## config.mk

```make
export PLATFORM = sky130hd
export DESIGN_NAME = sector_cmd
export DESIGN_NICKNAME = d
export VERILOG_FILES = /design/src/core/sector_cmd.v
export VERILOG_INCLUDE_DIRS = /design/src /design/src/core
export SDC_FILE = /design/constraint.sdc
export NUM_CORES = 1
export LEC_CHECK = 0
export ABC_AREA = 0
export BUFFER_PORTS_ARGS = -buffer_cell sky130_fd_sc_hd__buf_2
export CAP_MARGIN = 20
export CORE_ASPECT_RATIO = 0.75
export CORE_UTILIZATION = 58
export CTS_CLUSTER_DIAMETER = 60
export DETAILED_ROUTE_END_ITERATION = 7
export HOLD_SLACK_MARGIN = 0.1
export PLACE_DENSITY = 0.81
export SKIP_CTS_REPAIR_TIMING = 1
export SYNTH_ARGS = -nofsm -noshare
export SYNTH_HDL_FRONTEND = slang
export SYNTH_SLANG_ARGS = --single-unit
export TNS_END_PERCENT = 50
```

## constraint.sdc

```tcl
create_clock -name REF_CLK -period 2.99 [get_ports REF_CLK]
set_input_delay 0.598 -clock REF_CLK [delete_from_list [all_inputs] [get_ports REF_CLK]]
set_output_delay 0.598 -clock REF_CLK [all_outputs]
set_load 0.02 [all_outputs]
```

## src/core/sector_cmd_map.vh

```
/*
 * Register indices, field positions, opcodes and reset values for the
 * sector read / read-verify command interpreter.
 * Assumes a plain register port with indices 0..7 and 16-bit data.
 */
`ifndef SECTOR_CMD_MAP_VH
`define SECTOR_CMD_MAP_VH

// ========================================================================
// Register indices
`define IDX_FEAT_ERR       3'h1
`define IDX_SECT_COUNT     3'h2
`define IDX_SECT_NUM       3'h3
`define IDX_CYL_LOW        3'h4
`define IDX_CYL_HIGH       3'h5
`define IDX_DEV_HEAD       3'h6
`define IDX_CMD_STATUS     3'h7
`define IDX_DATA           3'h0

// ========================================================================
// Opcodes
`define OP_READ_SECTORS    8'h20
`define OP_READ_VERIFY     8'h40
`define OP_PW_DISABLE      8'hf6
`define OP_MEDIA_QUERY     8'hda

// ========================================================================
// Field positions
`define DH_BLOCK_BIT       6
`define DH_DEV_BIT         4
`define ST_BUSY            7
`define ST_READY           6
`define ST_FAULT           5
`define ST_DRQ             3
`define ST_ERR             0
`define ER_UNC             6
`define ER_MC              5
`define ER_ADDRESS_NOT_FOUND_BIT            4
`define ER_MCR             3
`define ER_COMMAND_ABORTED_BIT            2
`define ER_NM              1

// ========================================================================
// Reset values and timing
`define STATUS_RESET       8'h40
`define WORDS_PER_SECTOR   9'h100
`define SECTOR_TIME_NS     1000
`define CLK_PERIOD_NS      10
`define SECTOR_CYCLES      (`SECTOR_TIME_NS / `CLK_PERIOD_NS)

`endif

```

## src/core/sector_cmd.v

```verilog
/*
 * Device-side command interpreter for sector read, read-verify and
 * password-disable. Holds the command block registers and the status.
 * Assumes a media engine that answers one sector request per sector
 * with a done pulse and error flags, all on REF_CLK.
 */
// The register addresses and the strobed register port were chosen for this implementation.
`timescale 1ns/1ns
`include "sector_cmd_map.vh"

module sector_cmd #(
    parameter PACKET_SET   = 0,
    parameter SECURITY_SET = 1,
    parameter REMOVABLE    = 1,
    parameter MAX_BLOCK    = 28'h0ffffff
) (
    input  wire        REF_CLK,
    input  wire        RST,
    input  wire [2:0]  ADDR,
    input  wire [15:0] WDATA,
    input  wire        WR,
    input  wire        RD,
    output reg  [15:0] RDATA,
    output reg  [27:0] MEDIA_ADDR,
    output reg         MEDIA_BLOCK_MODE,
    output reg         MEDIA_REQ,
    input  wire        MEDIA_DONE,
    input  wire        MEDIA_UNC,
    input  wire        MEDIA_NOT_FOUND,
    input  wire        MEDIA_FAULT,
    input  wire        MEDIA_CRC_ERR,
    input  wire        MEDIA_CHANGED,
    input  wire        MEDIA_CHANGE_REQ,
    input  wire        MEDIA_ABSENT,
    input  wire        XLATE_VALID,
    input  wire        SECURITY_LOCKED,
    input  wire        SECURITY_FROZEN,
    input  wire [15:0] PASSWORD_WORD,
    output reg  [3:0]  PASSWORD_ADDR,
    input  wire        MASTER_PW_MATCH_OK,
    output reg         UNLOCK,
    output reg         SECTOR_WORD_VALID,
    output reg         COMPARE_MASTER
);

// ========================================================================
// States
localparam S_IDLE    = 3'h0;
localparam S_SEEK    = 3'h1;
localparam S_DRQ_IN  = 3'h2;
localparam S_DRQ_OUT = 3'h3;
localparam S_CHECK   = 3'h4;

reg [2:0]  state_reg;
reg [7:0]  sect_count_reg;
reg [7:0]  sect_num_reg;
reg [7:0]  cyl_low_reg;
reg [7:0]  cyl_high_reg;
reg [7:0]  dev_head_reg;
reg [7:0]  error_reg;
reg [7:0]  status_reg;
reg [8:0]  remain_reg;
reg [8:0]  word_cnt_reg;
reg        verify_reg;
reg        media_change_seen_reg;
reg        change_req_reg;
reg        pw_ok_reg;
reg        pw_master_reg;
reg [15:0] data_reg;

// Both modes carry 28 address bits; CYL_HEAD_SECTOR_ADDRESSING packs cyl/head/sector the same way
function [27:0] start_address;
    input [7:0] dh;
    input [7:0] ch;
    input [7:0] cl;
    input [7:0] sn;
    begin
        start_address = {dh[3:0], ch, cl, sn};
    end
endfunction

function [8:0] sector_total;
    input [7:0] cnt;
    begin
        sector_total = (cnt == 8'h00) ? 9'h100 : {1'b0, cnt};
    end
endfunction

wire [27:0] cur_addr = start_address(dev_head_reg, cyl_high_reg,
                                     cyl_low_reg, sect_num_reg);
wire [27:0] next_addr = cur_addr + 28'h1;
wire        range_bad = (cur_addr > MAX_BLOCK);

// ========================================================================
// Register writes, command dispatch and sequencing
always @(posedge REF_CLK) begin
    if (RST) begin
        state_reg             <= S_IDLE;
        sect_count_reg        <= 8'h01;
        sect_num_reg          <= 8'h01;
        cyl_low_reg           <= 8'h00;
        cyl_high_reg          <= 8'h00;
        dev_head_reg          <= 8'h00;
        error_reg             <= 8'h00;
        status_reg            <= `STATUS_RESET;
        remain_reg            <= 9'h000;
        word_cnt_reg          <= 9'h000;
        verify_reg            <= 1'b0;
        media_change_seen_reg <= 1'b0;
        change_req_reg        <= 1'b0;
        pw_ok_reg             <= 1'b0;
        pw_master_reg         <= 1'b0;
        data_reg              <= 16'h0000;
        MEDIA_ADDR            <= 28'h0000000;
        MEDIA_BLOCK_MODE      <= 1'b0;
        MEDIA_REQ             <= 1'b0;
        PASSWORD_ADDR         <= 4'h0;
        UNLOCK                <= 1'b0;
        SECTOR_WORD_VALID     <= 1'b0;
        COMPARE_MASTER        <= 1'b0;
    end else begin
        MEDIA_REQ         <= 1'b0;
        UNLOCK            <= 1'b0;
        SECTOR_WORD_VALID <= 1'b0;
        // Latched event wins over the consuming command in the same cycle
        if (MEDIA_CHANGED)
            media_change_seen_reg <= 1'b1;
        if (MEDIA_CHANGE_REQ)
            change_req_reg <= 1'b1;
        // Taskfile writes ignored while busy, as hosts must not write then
        if (WR && !status_reg[`ST_BUSY]) begin
            if (ADDR == `IDX_SECT_COUNT) begin
                sect_count_reg <= WDATA[7:0];
            end else if (ADDR == `IDX_SECT_NUM) begin
                sect_num_reg <= WDATA[7:0];
            end else if (ADDR == `IDX_CYL_LOW) begin
                cyl_low_reg <= WDATA[7:0];
            end else if (ADDR == `IDX_CYL_HIGH) begin
                cyl_high_reg <= WDATA[7:0];
            end else if (ADDR == `IDX_DEV_HEAD) begin
                dev_head_reg <= WDATA[7:0];
            end else if (ADDR == `IDX_CMD_STATUS) begin
                error_reg  <= 8'h00;
                status_reg <= 8'h80;
                verify_reg <= (WDATA[7:0] == `OP_READ_VERIFY);
                remain_reg <= sector_total(sect_count_reg);
                // Stale word count would fake an end of password sector
                word_cnt_reg <= 9'h000;
                if (WDATA[7:0] == `OP_READ_SECTORS ||
                    (WDATA[7:0] == `OP_READ_VERIFY && PACKET_SET == 0)) begin
                    state_reg <= S_SEEK;
                end else if (WDATA[7:0] == `OP_PW_DISABLE && SECURITY_SET != 0
                             && !SECURITY_LOCKED && !SECURITY_FROZEN) begin
                    // Sector count, address and drive select are not used here
                    word_cnt_reg  <= 9'h000;
                    pw_ok_reg     <= 1'b1;
                    status_reg    <= 8'h48;
                    state_reg     <= S_DRQ_OUT;
                end else begin
                    if (WDATA[7:0] == `OP_MEDIA_QUERY)
                        change_req_reg <= MEDIA_CHANGE_REQ;
                    error_reg  <= 8'h04;
                    status_reg <= 8'h41;
                end
            end
        end
        if (WR && ADDR == `IDX_DATA && state_reg == S_DRQ_OUT) begin
            // Word 0 picks the password; words 1-16 are compared
            SECTOR_WORD_VALID <= 1'b1;
            if (word_cnt_reg == 9'h000) begin
                pw_master_reg  <= WDATA[0];
                COMPARE_MASTER <= WDATA[0];
                PASSWORD_ADDR  <= 4'h0;
            end else if (word_cnt_reg <= 9'h010) begin
                // Address runs one word ahead so the store has settled
                PASSWORD_ADDR <= word_cnt_reg[3:0];
                if (WDATA != PASSWORD_WORD)
                    pw_ok_reg <= 1'b0;
            end
            word_cnt_reg <= word_cnt_reg + 9'h001;
            if (word_cnt_reg == `WORDS_PER_SECTOR - 9'h001)
                state_reg <= S_CHECK;
        end
        if (RD && ADDR == `IDX_DATA && state_reg == S_DRQ_IN) begin
            word_cnt_reg <= word_cnt_reg + 9'h001;
            if (word_cnt_reg == `WORDS_PER_SECTOR - 9'h001) begin
                word_cnt_reg <= 9'h000;
                status_reg <= 8'h80;
                state_reg  <= S_SEEK;
            end
        end
        case (state_reg)
        S_SEEK: begin
            if (!MEDIA_REQ && status_reg[`ST_BUSY]) begin
                MEDIA_ADDR       <= cur_addr;
                MEDIA_BLOCK_MODE <= dev_head_reg[`DH_BLOCK_BIT];
                if (remain_reg == 9'h000) begin
                    status_reg <= 8'h40;
                    state_reg  <= S_IDLE;
                end else if (REMOVABLE != 0 &&
                             (MEDIA_ABSENT || media_change_seen_reg)) begin
                    error_reg[`ER_NM] <= MEDIA_ABSENT;
                    error_reg[`ER_MC] <= media_change_seen_reg;
                    error_reg[`ER_MCR] <= change_req_reg;
                    media_change_seen_reg <= MEDIA_CHANGED;
                    status_reg <= 8'h41;
                    state_reg  <= S_IDLE;
                end else if (range_bad || !XLATE_VALID &&
                             !dev_head_reg[`DH_BLOCK_BIT]) begin
                    error_reg  <= 8'h10;
                    status_reg <= 8'h41;
                    state_reg  <= S_IDLE;
                end else begin
                    MEDIA_REQ <= 1'b1;
                    change_req_reg <= MEDIA_CHANGE_REQ;
                    state_reg <= S_CHECK;
                end
            end
        end
        S_CHECK: begin
            if (verify_reg || !pw_ok_reg || remain_reg != 9'h000 ||
                word_cnt_reg != 9'h000) begin
                if (word_cnt_reg == `WORDS_PER_SECTOR) begin
                    // End of password sector
                    UNLOCK     <= pw_ok_reg && (!pw_master_reg ||
                                  MASTER_PW_MATCH_OK);
                    error_reg  <= pw_ok_reg ? 8'h00 : 8'h04;
                    status_reg <= pw_ok_reg ? 8'h40 : 8'h41;
                    word_cnt_reg <= 9'h000;
                    state_reg  <= S_IDLE;
                end else if (MEDIA_DONE) begin
                    if (MEDIA_UNC || MEDIA_NOT_FOUND || MEDIA_FAULT ||
                        MEDIA_CRC_ERR) begin
                        // Failing address left in the taskfile
                        error_reg[`ER_UNC]  <= MEDIA_UNC;
                        error_reg[`ER_ADDRESS_NOT_FOUND_BIT] <= MEDIA_NOT_FOUND;
                        error_reg[`ER_COMMAND_ABORTED_BIT] <= MEDIA_CRC_ERR;
                        error_reg[`ER_MCR]  <= change_req_reg;
                        status_reg <= {3'b010, 1'b0, 3'b000, 1'b0} |
                                      {2'b00, MEDIA_FAULT, 4'h0,
                                       !MEDIA_FAULT || MEDIA_UNC ||
                                       MEDIA_NOT_FOUND || MEDIA_CRC_ERR};
                        state_reg <= S_IDLE;
                    end else begin
                        remain_reg <= remain_reg - 9'h001;
                        {dev_head_reg[3:0], cyl_high_reg, cyl_low_reg,
                         sect_num_reg} <= next_addr;
                        word_cnt_reg <= 9'h000;
                        if (verify_reg) begin
                            state_reg <= S_SEEK;
                        end else begin
                            status_reg <= 8'h48;
                            state_reg  <= S_DRQ_IN;
                        end
                    end
                end
            end else begin
                status_reg <= 8'h40;
                state_reg  <= S_IDLE;
            end
        end
        default: begin
        end
        endcase
        if (!status_reg[`ST_BUSY] && !status_reg[`ST_DRQ])
            status_reg[`ST_READY] <= 1'b1;
    end
end

// ========================================================================
// Read port: data one cycle after the strobe
always @(posedge REF_CLK) begin
    if (RST) begin
        RDATA <= 16'h0000;
    end else if (RD) begin
        if (ADDR == `IDX_FEAT_ERR)
            RDATA <= {8'h00, error_reg};
        else if (ADDR == `IDX_SECT_COUNT)
            RDATA <= {8'h00, sect_count_reg};
        else if (ADDR == `IDX_SECT_NUM)
            RDATA <= {8'h00, sect_num_reg};
        else if (ADDR == `IDX_CYL_LOW)
            RDATA <= {8'h00, cyl_low_reg};
        else if (ADDR == `IDX_CYL_HIGH)
            RDATA <= {8'h00, cyl_high_reg};
        else if (ADDR == `IDX_DEV_HEAD)
            RDATA <= {8'h00, dev_head_reg};
        else if (ADDR == `IDX_CMD_STATUS)
            RDATA <= {8'h00, status_reg};
        else
            RDATA <= {cur_addr[15:0] ^ {7'h00, word_cnt_reg}}; // Test pattern
    end else begin
        RDATA <= 16'h0000;
    end
end

endmodule

```

## Yosys cells after proc, flatten, opt, wreduce, memory -nomap -nowiden

Index checks and enable logic that the tools add are counted.

| cells by class | value |
|---|---|
| muxes and demuxes | 187 |
| magnitude comparators | 2 |
| bitwise gates (word level) | 12 |
| eq/ne operators | 18 |
| add/sub/neg operators | 3 |
| reduce and logical (&&, ||, !) cells | 52 |

Operators with widths:

| operator | count |
|---|---|
| $mux 8 | 64 |
| $mux 9 | 28 |
| $mux 3 | 26 |
| $mux 4 | 14 |
| $mux 1 | 48 |
| $pmux 8 s2 | 2 |
| $add 28x1->28 const B | 1 |
| $gt 28x24->1 const B | 1 |
| $logic_not 9->1 | 2 |
| $reduce_bool 9->1 | 2 |
| $eq 8x8->1 const B | 2 |
| $ne 16x16->1 | 1 |
| $xor 16x9->16 | 1 |
| $eq 3x3->1 const B | 5 |
| $logic_or 1x1->1 | 13 |
| $eq 3x2->1 const B | 4 |
| $logic_and 1x1->1 | 11 |
| $not 1->1 | 11 |
| $logic_not 1->1 | 10 |
| $add 9x1->9 const B | 1 |
| $eq 9x8->1 const B | 1 |
| $eq 9x9->1 const B | 1 |
| $le 9x5->1 const B | 1 |
| $reduce_or 9->1 | 1 |
| other kinds (15) | 23 |

| word-level totals | value |
|---|---|
| bits of input ports | 51 |
| register bits after elaboration | 134 |
| output and inout port bits | 53 |

## Logic depth before layout (Yosys ltp)

| depth | value |
|---|---|
| depth in word-level cells | 20 |
| mapped depth | 11 |
| gate-level depth less buffers | 11 |

## Worst setup path before layout

No wires, ideal clock.

| path | value |
|---|---|
| kind | input to register |
| start | input port MEDIA_CRC_ERR |
| end | register remain_reg[3] |
| data arrival time | 2.410 ns |
| path buffers | 1 |
| data required time | 2.904 ns |
| stages | 7 |
| path slack | 0.494 ns |
| setup time | 0.086 ns |
| cell sequence | or4_4 > a2111oi_4 > o21a_1 > buf_6 > nor2_2 > or3_1 > a221oi_2 |

| on the way | value |
|---|---|
| cells in the longest elaborated chain, start to end | 6 |

RTL lines:

| what | RTL line | text |
|---|---|---|
| start, declared | sector_cmd.v:31 | `input wire MEDIA_CRC_ERR,` |
| $logic_or 1x1->1 | sector_cmd.v:232 | `if (MEDIA_UNC \|\| MEDIA_NOT_FOUND \|\| MEDIA_FAULT \|\|` |
| $mux 9 | sector_cmd.v:232 |  |
| $mux 9 | sector_cmd.v:231 | `end else if (MEDIA_DONE) begin` |
| $mux 9 | sector_cmd.v:223 | `` if (word_cnt_reg == `WORDS_PER_SECTOR) begin `` |
| $mux 9 | sector_cmd.v:221 | `if (verify_reg \|\| !pw_ok_reg \|\| remain_reg != 9'h000 \|\|` |
| $mux 9 | sector_cmd.v:192 | `case (state_reg)` |
| end signal, assigned | sector_cmd.v:146 | `remain_reg <= sector_total(sect_count_reg);` |
| end signal, assigned | sector_cmd.v:245 | `remain_reg <= remain_reg - 9'h001;` |
| end, declared | sector_cmd.v:62 | `reg [8:0] remain_reg;` |

No other way between the ends.
A chain may end at the register's enable or synchronous reset.

## Worst setup path in the final report

| path | value |
|---|---|
| start | register state_reg[2] |
| end | register cyl_low_reg[0] |

| on the way | value |
|---|---|
| cells in the longest elaborated chain, start to end | 2 |

RTL lines:

| what | RTL line | text |
|---|---|---|
| start, declared | sector_cmd.v:54 | `reg [2:0] state_reg;` |
| start signal, assigned | sector_cmd.v:98 | `state_reg <= S_IDLE;` |
| start signal, assigned | sector_cmd.v:151 | `state_reg <= S_SEEK;` |
| start signal, assigned | sector_cmd.v:158 | `state_reg <= S_DRQ_OUT;` |
| $eq 3x3->1 | sector_cmd.v:192 |  |
| $mux 8 | sector_cmd.v:192 |  |
| end signal, assigned | sector_cmd.v:137 | `cyl_low_reg <= WDATA[7:0];` |
| end, declared | sector_cmd.v:57 | `reg [7:0] cyl_low_reg;` |

No other way between the ends.

==> metrics.csv <==
stage;metric;value;unit
grt;grt_antenna_before_repair;0;
floorplanning;start_util;60.5;%
critical_path;arrival;2980;ps
detailed_routing;drc;0;
critical_path;crit_path_start_kind;flip-flop;
floorplanning;io_pins;104;
detailed_routing;dr.pass1.iters;5;
grt;grt_pass1_vias;6917;
grt;grt_pass1_wl;36.7;mm
yosys;post-synth-top-count-cell;nand2_1;
sta;slew_viol_final;0;
layout;area_growth;20.0;%
critical_path;crit_path_frequent_cell;buf_4;
sta;hold_slack;397;ps
critical_path;crit_chain;or3b_2, a2111oi_4, o21a_1, buf_4, a21oi_1, buf_4, o21ai_0, a31oi_1;
floorplanning;core_area;0.0117;mm^2
clock_tree;clkLatencyLatePin;420;ps
yosys;synth_edf_count;0;
layout;largest_reg_flops;28;
sta;setup_viol;0;
power_and_ir_drop;p_leak;3.34;nW
yosys;synth_top_cell_by_area;dfxtp_1;
clock_tree;clock_sinks;134;
yosys;synth_cell_types;67;
yosys;synth_ff_type;dfxtp_1;
detailed_routing;detail_route.wl_per_cell;19.2;um
critical_path;worst_path_largest_cell_delay;530;ps
placed_design;gp_congestion;0.990;
yosys;ys_top_cells_by_count;138 x nand2_1, 134 x dfxtp_1, 116 x a21oi_1, 96 x nor2_1, 51 x clkbuf_1;
detailed_routing;first_iter_violations;1037;
floorplanning;die_h;97.8;um
clock_tree;clk_path_buf_depth;2;
critical_path;required;3270;ps
floorplanning;fp.dieW;130;um
placed_design;placed_cells;1185;
yosys;synth.net_count;996;
power_and_ir_drop;powerDensity;511;mW/mm^2
placed_design;port_buffers;103;
detailed_routing;vias;7738;
sta;max_slew_margin;50.2;%
detailed_routing;routed_wirelength;23.3;mm
critical_path;crit_buf_inv;2;
critical_path;path_max_fanout;13;
grt;grt_max_degree;51;
sta;layout_worst_path_cycle_share;90.5;%
grt;grt_use_total;37.7;%
layout;largest-register;MEDIA_ADDR;
layout;instances_no_fill;1217;
critical_path;path_delay_family;compound AO/OA/AOI/OAI gates;
clock_tree;cts_max_level;4;
clock_tree;cts_buffers;17;
yosys;synthArstFlopShare;0;%
yosys;synth_seq_cells;134;
critical_path;crit_type;flip-flop to flip-flop;
sta;hold_viol;0;
yosys;postSynthCellCount;939;
power_and_ir_drop;finalPower;4.35;mW
yosys;netlist_top_cells_area;dfxtp_1 38%, a21oi_1 8.2%, nand2_1 7.3%;
layout;fillers;974;
yosys;syn_area_per_cell;7.57;um^2
layout;final_area;0.00852;mm^2
yosys;netlist.area_leader.share;37.8;%
yosys;ys_seq_area_share;37.8;%
sta;fmax;369;MHz
power_and_ir_drop;ir_drop;0.444;mV
layout;final_nets;1099;
run_status;status;finished, final reports clean;
critical_path;cp-end-kind;flip-flop;
detailed_routing;ant_nets;0;
clock_tree;cts_tree;done;
layout;top_regs;MEDIA_ADDR (28), RDATA (16);
sta;setup_tns;0;ps
flow_run;maxCapViolCount;0;
sta;fin_skew;7.89;ps
yosys;syn-cell-area;0.00710;mm^2
floorplanning;die-area;0.0127;mm^2
sta;rsz0062_at_grt;false;
clock_tree;clk_root_buffer_cell;clkbuf_16;
clock_tree;cts.reportedPaths.clkPinSlew;60;ps
hold_path;min_path_type;input port to flip-flop;
sta;worst_slew_pin_slew;743;ps
yosys;ys_warn_count;0;
critical_path;critPathSlowestCell;or3b_2;
placed_design;hpwl;16.4;mm
layout;diodes;0;
placed_design;dpl_cell_area;0.00791;mm^2
grt;grt.overflow.total;0;
detailed_routing;vias_per_cell;6.36;
floorplanning;rows;34;
sta;layout_min_cycle_time;2710;ps
layout;drive_gt1_share;18.8;%
## area by class of cell
cell class,instances,area (um^2),area share [%]
Inverter,16,60.1,0.705
Multi-Input combinational cell,723,4080,47.9
Clock inverter,13,170,2.00
Tap cell,162,203,2.38
Timing Repair Buffer,150,883,10.4
Sequential cell,134,2680,31.5
Clock buffer,19,443,5.20
## power by group
group          switching [mW]  internal [mW]
clock                   0.842           1.35
combinational           0.218          0.116
sequential             0.0247           1.81
## path summary, 6_finish.rpt
kind / slack (ps) / to / start / depth (start not counted)
setup reg to reg: 280 / cyl_low_reg[0]$_SDFF_PP0_ / state_reg[2]$_SDFF_PP0_ / 8
hold / removal: 400 / change_req_reg$_SDFF_PP0_ / MEDIA_CHANGE_REQ / 3
hold reg to reg: 450 / MEDIA_ADDR[11]$_SDFFE_PP0P_ / MEDIA_ADDR[11]$_SDFFE_PP0P_ / 2
setup / recovery: 280 / cyl_low_reg[0]$_SDFF_PP0_ / state_reg[2]$_SDFF_PP0_ / 8
## metal layers
| metal | up-vias | track usage, % | wire length (um) | part of all wire, % |
|---|---|---|---|---|
| li1 | 3561 | - | - | - |
| met1 | 3517 | 54.5 | 10000 | 43 |
| met2 | 578 | 51.9 | 9270 | 40 |
| met3 | 82 | 11.7 | 3280 | 14 |
| met4 | 0 | 14.0 | 737 | 3.2 |
| met5 | - | 0 | 0 | 0 |
## stage by stage
step	utilization, %	setup slack [ps]
finish	72.6	283
global route	72.6	64.2
CTS	72.6	373
detailed placement	67.4	111
global placement	67.4	144
floorplan	-	494
## kinds of logic after synthesis
family	after synthesis	share of synthesized area (%)
buf+inv	82	4.84
mux	16	2.29
compound gates	249	21.5
fa+ha+maj	6	1.06
flops	134	37.8
simple gates	424	29.1
xor+xnor	28	3.45
## worst register-to-register path: cells and delay by family (launching register included)
family                 cells  cell delay [ps]
flip-flops                 1              460
buffers and inverters      2              420
AO/OA/AOI/OAI              5             1150
AND/OR/NAND/NOR            1              530
## cells in the final DEF (no fill, tap or decap), types with 6 or more instances in the layout
cell and n:
nand2_1 138, dfxtp_1 134, a21oi_1 116, buf_2 102, nor2_1 95, buf_4 47
o21ai_0 42, nand3_1 39, nor3_1 23, nand4_1 22, and2_1 21, xnor2_1 17
clkbuf_16 17, inv_1 16, a31oi_1 16, mux2i_1 14, and3_1 12, nor4_1 12
xor2_1 11, nor2b_1 10, a22oi_1 10, or3_1 9, a211oi_1 9, o32ai_1 9
nand4b_1 8, nand2b_1 6, ha_1 6
No activity file was read; power rests on OpenSTA's default activity.
